<file path="src/watchdog_pkg.sv">
/*
  Constants shared by the watchdog countdown unit and its tick divider.
  Assumes a 100 MHz system clock and byte-wide software write strobes.
*/
package watchdog_pkg;

    localparam int          CLOCK_PERIOD_NS   = 10;
    // Period of the dedicated low-rate oscillator tick
    localparam int          OSC_PERIOD_NS     = 10000;
    localparam int          OSC_TICK_CYCLES   = OSC_PERIOD_NS / CLOCK_PERIOD_NS;
    localparam int          OSC_COUNT_WIDTH   = 10;

    localparam logic [7:0]  UNLOCK_FIRST      = 8'h55;
    localparam logic [7:0]  UNLOCK_SECOND     = 8'hAA;

    localparam int          COUNT_WIDTH       = 24;
    localparam logic [23:0] COUNT_TERMINAL    = 24'h000000;
    localparam logic [23:0] RELOAD_RESET      = 24'hFFFFFF;

    localparam int          BYTE_LOW_POS      = 0;
    localparam int          BYTE_HIGH_POS     = 8;
    localparam int          BYTE_UPPER_POS    = 16;

    typedef enum logic [1:0] {
        BYTE_LOW,
        BYTE_HIGH,
        BYTE_UPPER
    } byte_select_t;

    typedef enum {
        LOCKED,
        FIRST_SEEN,
        UNLOCKED
    } unlock_state_t;

endpackage

</file>
<file path="src/osc_tick_divider.sv">
/*
  Divider standing in for the dedicated watchdog oscillator: one-cycle tick
  every OSC_TICK_CYCLES clocks, free running from reset.
  Assumes the system clock at the rate named in the package.
*/
`timescale 1ns/1ps
module osc_tick_divider
    import watchdog_pkg::*;
(
    input  wire logic clock,
    input  wire logic rst_n,
    output logic      tick
);

    typedef struct packed {
        logic [OSC_COUNT_WIDTH-1:0] count;
        logic                       tick;
    } div_state_t;

    div_state_t state;
    div_state_t next_state;

    always_comb
    begin
        next_state      = state;
        next_state.tick = 1'b0;
        if (state.count == OSC_COUNT_WIDTH'(OSC_TICK_CYCLES - 1))
        begin
            next_state.count = '0;
            next_state.tick  = 1'b1;
        end
        else
        begin
            next_state.count = state.count + OSC_COUNT_WIDTH'(1);
        end
    end

    always_ff @(posedge clock or negedge rst_n)
    begin
        if (!rst_n)
        begin
            state <= '0;
        end
        else
        begin
            state <= next_state;
        end
    end

    assign tick = state.tick;

endmodule

</file>
<file path="src/watchdog_unit.sv">
/*
  Watchdog countdown unit with a two-key unlock sequence and a 24-bit
  reload value written one byte at a time.
  Holds the key sequencer, the reload bytes, the down counter and the
  one-cycle event outputs; a small divider supplies the slow count tick
  that stands in for the dedicated oscillator.
  Assumes software writes arrive as one-cycle strobes with byte data,
  synchronous to clock; no register bus, all controls are ports.
  Assumes enable and reset_mode are levels held by software between events.
  Refresh overrides a tick in the same cycle, so a refresh at zero raises
  no event. The low byte relocks, so it is written last; a later change
  needs the keys again.
*/
`timescale 1ns/1ps
module watchdog_unit
    import watchdog_pkg::*;
(
    input  wire logic        clock,
    input  wire logic        rst_n,
    input  wire logic        enable,
    input  wire logic        reset_mode,
    input  wire logic        control_write,
    input  wire logic [7:0]  control_data,
    input  wire logic        upper_write,
    input  wire logic        high_write,
    input  wire logic        low_write,
    input  wire logic [7:0]  reload_data,
    input  wire logic        refresh,
    output logic             unlocked,
    output logic [23:0]      reload_value,
    output logic [23:0]      count,
    output logic             timeout_irq,
    output logic             system_reset
);

    // One struct holds all state; next_state is its combinational copy
    typedef struct packed {
        unlock_state_t    unlock;
        logic             unlocked;
        logic [23:0]      reload;
        logic [23:0]      count;
        logic             irq;
        logic             sys_reset;
    } wd_state_t;

    wd_state_t state;
    wd_state_t next_state;
    logic      osc_tick;
    logic      count_tick;
    logic      at_terminal;
    logic      reload_open;
    logic      fire_event;

    // Replace one byte of the reload value
    function automatic logic [23:0] put_byte(
        input logic [23:0]  value,
        input byte_select_t sel,
        input logic [7:0]   data
    );
        logic [23:0] result;
        result = value;
        case (sel)
            BYTE_LOW:   result[BYTE_LOW_POS +: 8]   = data;
            BYTE_HIGH:  result[BYTE_HIGH_POS +: 8]  = data;
            BYTE_UPPER: result[BYTE_UPPER_POS +: 8] = data;
            default:    result = value;
        endcase
        return result;
    endfunction

    // One step of the key sequence; off-pattern data relocks, a first key restarts
    function automatic unlock_state_t unlock_next(
        input unlock_state_t current,
        input logic [7:0]    data
    );
        unlock_state_t result;
        result = LOCKED;
        case (current)
            LOCKED:
            begin
                if (data == UNLOCK_FIRST)
                begin
                    result = FIRST_SEEN;
                end
            end
            FIRST_SEEN:
            begin
                if (data == UNLOCK_SECOND)
                begin
                    result = UNLOCKED;
                end
                else if (data == UNLOCK_FIRST)
                begin
                    result = FIRST_SEEN;
                end
            end
            UNLOCKED:
            begin
                if (data == UNLOCK_FIRST)
                begin
                    result = FIRST_SEEN;
                end
            end
            default:
            begin
                result = LOCKED;
            end
        endcase
        return result;
    endfunction

    osc_tick_divider tick_gen (
        .clock (clock),
        .rst_n (rst_n),
        .tick  (osc_tick)
    );

    // Ticks seen while disabled are lost, not queued
    assign count_tick  = enable && osc_tick;
    assign at_terminal = (state.count == COUNT_TERMINAL);
    // Control write wins, so a key byte never lands in the reload
    assign reload_open = (state.unlock == UNLOCKED) && !control_write;
    // A refresh in the terminal cycle wins and no event is raised
    assign fire_event  = count_tick && at_terminal && !refresh;

    always_comb
    begin
        next_state           = state;
        next_state.irq       = 1'b0;
        next_state.sys_reset = 1'b0;

        // Key sequence
        if (control_write)
        begin
            next_state.unlock = unlock_next(state.unlock, control_data);
        end

        // Locked-out writes are dropped silently
        if (reload_open)
        begin
            if (upper_write)
            begin
                next_state.reload = put_byte(next_state.reload, BYTE_UPPER, reload_data);
            end
            if (high_write)
            begin
                next_state.reload = put_byte(next_state.reload, BYTE_HIGH, reload_data);
            end
            if (low_write)
            begin
                next_state.reload = put_byte(next_state.reload, BYTE_LOW, reload_data);
                // Low byte closes the sequence, guarding against stray writes
                next_state.unlock = LOCKED;
            end
        end

        // Countdown
        if (refresh)
        begin
            next_state.count = state.reload;
        end
        else if (count_tick)
        begin
            if (at_terminal)
            begin
                next_state.count = state.reload;
            end
            else
            begin
                next_state.count = state.count - 24'h000001;
            end
        end

        // Event routed by mode, one cycle wide
        if (fire_event)
        begin
            if (reset_mode)
            begin
                next_state.sys_reset = 1'b1;
            end
            else
            begin
                next_state.irq = 1'b1;
            end
        end

        // Status comes from a flop rather than a decode of the state
        next_state.unlocked = (next_state.unlock == UNLOCKED);
    end

    always_ff @(posedge clock or negedge rst_n)
    begin
        if (!rst_n)
        begin
            state.unlock    <= LOCKED;
            state.unlocked  <= 1'b0;
            state.reload    <= RELOAD_RESET;
            state.count     <= RELOAD_RESET;
            state.irq       <= 1'b0;
            state.sys_reset <= 1'b0;
        end
        else
        begin
            state <= next_state;
        end
    end

    // Outputs straight from the state register
    assign unlocked     = state.unlocked;
    assign reload_value = state.reload;
    assign count        = state.count;
    assign timeout_irq  = state.irq;
    assign system_reset = state.sys_reset;

endmodule

</file>
<file path="config.mk">
export PLATFORM = sky130hd
export DESIGN_NAME = watchdog_unit
export DESIGN_NICKNAME = d
export VERILOG_FILES = /design/src/watchdog_pkg.sv /design/src/osc_tick_divider.sv /design/src/watchdog_unit.sv
export SDC_FILE = /design/constraint.sdc
export NUM_CORES = 1
export LEC_CHECK = 0
export BUFFER_PORTS_ARGS = -buffer_cell sky130_fd_sc_hd__buf_2
export CORE_MARGIN = 2
export CORE_UTILIZATION = 55
export CTS_CLUSTER_DIAMETER = 80
export CTS_CLUSTER_SIZE = 40
export DETAILED_ROUTE_END_ITERATION = 6
export HOLD_SLACK_MARGIN = 0.15
export PLACE_DENSITY = 0.75
export SYNTH_ARGS = -nofsm -noshare
export SYNTH_HDL_FRONTEND = slang
export SYNTH_SLANG_ARGS = --single-unit
</file>
<file path="constraint.sdc">
create_clock -name clock -period 2.8 [get_ports clock]
set_input_delay 0.56 -clock clock [delete_from_list [all_inputs] [get_ports clock]]
set_output_delay 0.56 -clock clock [all_outputs]
set_load 0.1 [all_outputs]
</file>
==> results of run 1 <==
==> Yosys cell counts, drive strengths merged (4+ instances only) <==
cell    number  area share
a211oi       5      0.0079
a21oi        9      0.0095
a311o        5       0.011
buf         53       0.083
clkbuf       9      0.0071
dfrtp       46        0.24
dfstp       48        0.27
inv         10      0.0079
mux2        24       0.057
nand2       30       0.024
nand3       23       0.024
nand4        9       0.015
nor2        23       0.018
nor2b       31       0.041
nor3        15       0.017
nor4        21       0.029
o21ai        9      0.0095
or3          5      0.0066
xnor2        4      0.0074
xor2         4      0.0074
==> sequential cells by signal, summed over array words and instances (netlist names) <==
register,cells
count,24
reload_value,24
state,32
system_reset,1
tick_gen.state,10
tick_gen.tick,1
timeout_irq,1
unlocked,1
==> logic make-up (layout without fill, tap and decap cells) <==
logic type      Yosys count  in the layout  share of synthesized area
fa+ha+maj                 3              3                    0.00795
buf+inv                  72            114                     0.0983
flops                    94             94                      0.511
simple gates            180            180                      0.216
mux                      27             27                     0.0636
compound gates           57             57                     0.0890
xor+xnor                  8              8                     0.0148
==> routing by layer <==
| layer | GRT usage | share of wire | vias to the layer above |
|---|---|---|---|
| li1 | - | - | 1619 |
| met1 | 0.313 | 0.44 | 1709 |
| met2 | 0.365 | 0.48 | 126 |
| met3 | 0.0527 | 0.060 | 22 |
| met4 | 0.0888 | 0.023 | 0 |
| met5 | 0 | 0 | - |
==> worst max-delay path, delay by kind of cell (launching register included) <==
family	cells	cell delay [ps]
AOI/OAI and AO/OA	3	980
adders and majority gates	1	200
buffers and inverters	2	400
DFF	1	570
and+or+nand+nor	2	260
==> where the power goes <==
| group | switching [mW] | internal (mW) | total, mW |
|---|---|---|---|
| clock | 0.462 | 0.531 | 0.993 |
| combinational | 0.648 | 0.167 | 0.815 |
| sequential | 0.0942 | 1.46 | 1.56 |
==> repair_timing <==
item | 4_1_cts | 5_1_grt
endpoints found under the hold margin | 2 | 0
resized for setup | 0 | 0
setup endpoints to repair | 0 | 0
hold buffers | 1 | 0
==> final cells by class <==
cell class / instances / share of cell area
Multi-Input combinational cell: 275 / 0.360
Tap cell: 105 / 0.0255
Clock buffer: 13 / 0.0289
Sequential cell: 94 / 0.469
Timing Repair Buffer: 88 / 0.0954
Inverter: 10 / 0.00730
Clock inverter: 3 / 0.0134
==> worst paths after layout <==
kind / start / to / slack [ps] / cells past startpoint
max: count[0]$_DFFE_PN1P_ / count[13]$_DFFE_PN1P_ / 320 / 8
min: reset_mode / timeout_irq$_DFF_PN0_ / 390 / 2
max reg2reg: count[0]$_DFFE_PN1P_ / count[13]$_DFFE_PN1P_ / 320 / 8
min reg2reg: tick_gen.state[1]$_DFF_PN0_ / tick_gen.state[1]$_DFF_PN0_ / 470 / 1
max in group asynchronous: rst_n / reload_value[14]$_DFFE_PN1P_ / 1480 / 3
min in group asynchronous: rst_n / timeout_irq$_DFF_PN0_ / 620 / 2
==> through the flow <==
step           utilization  instance area, um2  hold WS [ps]  worst slack [ps]  std cells
2_1_floorplan            -                4720           264               703        441
3_3_place_gp         0.595                4920           444               434        571
3_5_place_dp         0.595                4920           456               353        571
4_1_cts              0.623                5140           375               337        588
5_1_grt              0.623                5140           369               203        588
6_report             0.623                5140           388               317        588
==> metrics.txt, run 1 <==
status finished clean; layout cell share with drive strength beyond 1 0.377; postcts setup bufs 0; syn_nets 469; core footprint 8260 um2; CP Max Fanout 14; root buf cell clkbuf_8; Startpoint Class flop; detailed placer's ending HPWL 7620 um; via count 3,476; first-pass GRT wire length 17,300 um; Post-DRT Antenna Nets 0; layout net count 506; TritonCTS clock tree yes; clk_skew 6.38 ps; Worst-path clk slew 90 ps; full die area 9350 um2; port bufs 75; crit-path cells inv_1, ha_1, or4b_4, nor3_2, a31oi_2, buf_4, o21ai_0, a311o_1; DR DRC count 0; Final Max Tran Viols 0; Max Cap Violations 0; number of global-route vias before repair 3,343; measured slew at the worst slew-check pin 694 ps; fin crit share 0.887; Leak Pwr 2.30 nW; most common cell after layout, fill and taps aside buf_2; slew margin rel. 0.536; Die Span Y 96.7 um; Ys Warns 0; area growth from synthesis to layout 8.87%; clock buffer depth 2; Detailed Route WL 10,500 um; Post-synth EDFFs 0; Hold Crit Class in -> reg; cell count after synthesis 441; gp weighted congestion 0.921; Seq cells post-synth 94; Post-Syn Area 4720 um2; sequential area share after synthesis 0.511; CP endpoint kind flop; PD cells 655 nW/um2; number of diodes 0; crit path kind reg -> reg; Synth async-reset ratio 1.00; GR Overflow Total 0; VDD IR max 0.000397 V; Post-Synthesis Mean Instance Area 10.7 um2; total power 3.37 mW; Crit path largest cell delay 600 ps; # fillers 692; clk sink count 94; count of cell types in the netlist 59; Worst path slowest cell a31oi_2; Total Routing Usage GR 0.231; Highest Clock Rate 403 MHz; Skew-Pair Late Insertion Delay 360 ps; multi-input logic area 1850 um2; Initial Util 0.572; drt first-iter violations 251; DR vias/cell 5.91; final hold viol count 0; width of the chip 96.7 um; Worst EP required 3090 ps; H-tree Lvls 3; antenna violations before repair 0; CP Data Arrival Time 2770 ps; 1st-pass router iterations 7; Register Area 2410 um2; prevailing post-synth register cell dfstp_2; CTS Buf Count 9; final setup fails 0; Tmin final 2480 ps; RSZ-0062 raised after global routing false; I/O pin total 76; most frequent cells in the layout 74 x buf_2, 48 x dfstp_2, 46 x dfrtp_1; row cnt 33; final setup TNS 0 ps; Routed wire per std cell 17.9 um; pin count of the biggest net entering global routing 77
Note: power is estimated with default switching activity, not from simulation.
==> run 2, diff against run 1 <==
CELL_PAD_IN_SITES_DETAIL_PLACEMENT = 0   (was not set)
CELL_PAD_IN_SITES_GLOBAL_PLACEMENT = 2   (was not set)
CORE_UTILIZATION = 36   (was 55)
PLACE_DENSITY = 0.76   (was 0.75)
==> run 2 against run 1 <==
  * Combinational power is 0.9% higher
  * Via count stayed put
  * Highest routed layer unchanged
  * Critical path type unchanged
  * Sequential share of layout area is 1.3 points lower
  * Critical path depth is 1 lower
  * Clock power is 18% higher
  * Die area is 50% higher
  * Routed wire length is 17% higher
  * First-iteration DRC count is 26% lower
  * Flip-flop and latch count stayed put
==> metrics.txt, run 2 (synthesized netlist as in run 1, its figures left out) <==
flop-to-flop setup slack 420 ps (+100 ps); Final Max Tran Viols 0 (unchanged); Post-DRT Antenna Nets 0 (unchanged); Hold Crit Class in -> async; Initial Util 0.371 (-0.201); most common cell after layout, fill and taps aside buf_2; pin count of the biggest net entering global routing 46 (-40%); layout net count 507 (+0.20%); I/O pin total 76 (unchanged); RSZ-0062 raised after global routing false; layout cell share with drive strength beyond 1 0.380 (+0.00335); clk sink count 94 (unchanged); number of diodes 0 (unchanged); TritonCTS clock tree yes; worst r2r dst count[19]$_DFFE_PN1P_; Post-Route Utilization 0.415 (-0.207); clock buffer depth 2 (unchanged); Leak Pwr 2.33 nW (+1.4%); CP Data Arrival Time 2650 ps (-120 ps); Startpoint Class flop; Largest register FFs 32 (unchanged); placed cells 640 (+12%); area growth from synthesis to layout 11.9%; R2R depth 7 (-1); Post-CTS Resized 0 (unchanged); Highest Clock Rate 419 MHz (+4.1%); Tmin final 2380 ps (-98.2 ps); final hold viol count 0 (unchanged); post-route non-filler standard cell count 656 (+12%); detailed placer's ending HPWL 9080 um (+19%); core footprint 12,700 um2 (+54%); first-pass GRT wire length 20,200 um (+17%); 1st-pass router iterations 6 (-1); via count 3,476 (unchanged); Critical path origin count[0]$_DFFE_PN1P_; Biggest register state; number of global-route vias before repair 3,586 (+7.3%); CTS Hold Bufs 0 (-1); VDD IR max 0.000324 V (-18%); r2r startpoint count[0]$_DFFE_PN1P_; row cnt 41 (+24%); measured slew at the worst slew-check pin 600 ps (-94.1 ps); DR vias/cell 5.30 (-10%); Total Routing Usage GR 0.185 (-0.0461); Worst-path clk slew 70 ps (-20 ps); H-tree Lvls 3 (unchanged); CP endpoint kind flop; Routed wire per std cell 18.7 um (+4.5%); postcts setup bufs 0 (unchanged); most frequent cells in the layout 74 x buf_2, 48 x dfstp_2, 46 x dfrtp_1; root buf cell clkbuf_16; fin crit share 0.852 (-0.0351); clk_skew 10.1 ps (+3.75 ps); GR Overflow Total 0 (unchanged); full die area 14,100 um2 (+50%); final setup fails 0 (unchanged); gp weighted congestion 0.776 (-16%); Detailed Route WL 12,300 um (+17%); DR DRC count 0 (unchanged); Die Span Y 119 um (+23%); port bufs 75 (unchanged); crit path kind reg -> reg; final setup TNS 0 ps (unchanged); width of the chip 119 um (+23%); slew margin rel. 0.600 (+0.0642); drt first-iter violations 185 (-26%); Max Cap Violations 0 (unchanged); status finished clean; antenna violations before repair 0 (unchanged); PD cells 674 nW/um2 (+3.0%); CP Capture Point count[19]$_DFFE_PN1P_; Worst EP required 3060 ps (-30 ps); CTS Buf Count 9 (unchanged); CP Max Fanout 14 (unchanged); Skew-Pair Late Insertion Delay 350 ps (about the same)
run 2: cell count changes in the layout (fill, tap and decap cells not counted), sizes merged:
cell / previous run / this run
buf: 87 / 89
bufinv: 2 / 0
clkbuf: 13 / 15
dlygate4sd3: 1 / 0
run 2: how the worst min path moves through the flow:
stage,start,endpoint,slack (ps)
4_1_cts,rst_n,tick_gen.state[7]$_DFF_PN0_,220
6_report,rst_n,tick_gen.state[7]$_DFF_PN0_,200
2_1_floorplan,rst_n,state[51]$_DFF_PN0_,260
5_1_grt,rst_n,tick_gen.state[7]$_DFF_PN0_,240
3_3_place_gp,tick_gen.state[1]$_DFF_PN0_,tick_gen.state[1]$_DFF_PN0_,440
3_5_place_dp,tick_gen.state[1]$_DFF_PN0_,tick_gen.state[1]$_DFF_PN0_,450
run 2: per-layer routing:
metal  GRT usage  share of wire  vias up
met1       0.253           0.46     1742
met5           0              0        -
met2       0.289           0.47       90
met4      0.0662          0.015        0
li1            -              -     1632
met3      0.0405          0.050       12
run 2: where the power goes:
part	total, mW	switching (mW)	internal [mW]
clock network	1.17	0.500	0.675
registers	1.57	0.0992	1.47
logic	0.822	0.656	0.166
run 2: worst max-delay path, cell delays in order (launching register included):
cell and delay (ps):
dfstp_2 390, inv_1 110, ha_1 160, or4b_4 470, nor3_2 290, a31o_2 420
nand2_1 210, a211oi_1 250
run 2: per-stage QoR:
stage                     cell area, um2  hold slack, ps  power (mW)  setup WS [ps]
after global placement              5000             445        2.41            471
after CTS                           5290             216        3.59            396
after floorplan                     4720             264        2.27            703
after detailed placement            5000             455        2.41            421
after global routing                5290             239        3.71            216
final                               5290             205        3.56            416
run 2: layout make-up:
type	instances	area, um2
Fill cell	1281	7440
Sequential cell	94	2410
Multi-Input combinational cell	275	1850
Timing Repair Buffer	89	483
Clock buffer	15	278
Tap cell	172	215
Inverter	10	37.5
Clock inverter	1	5.00
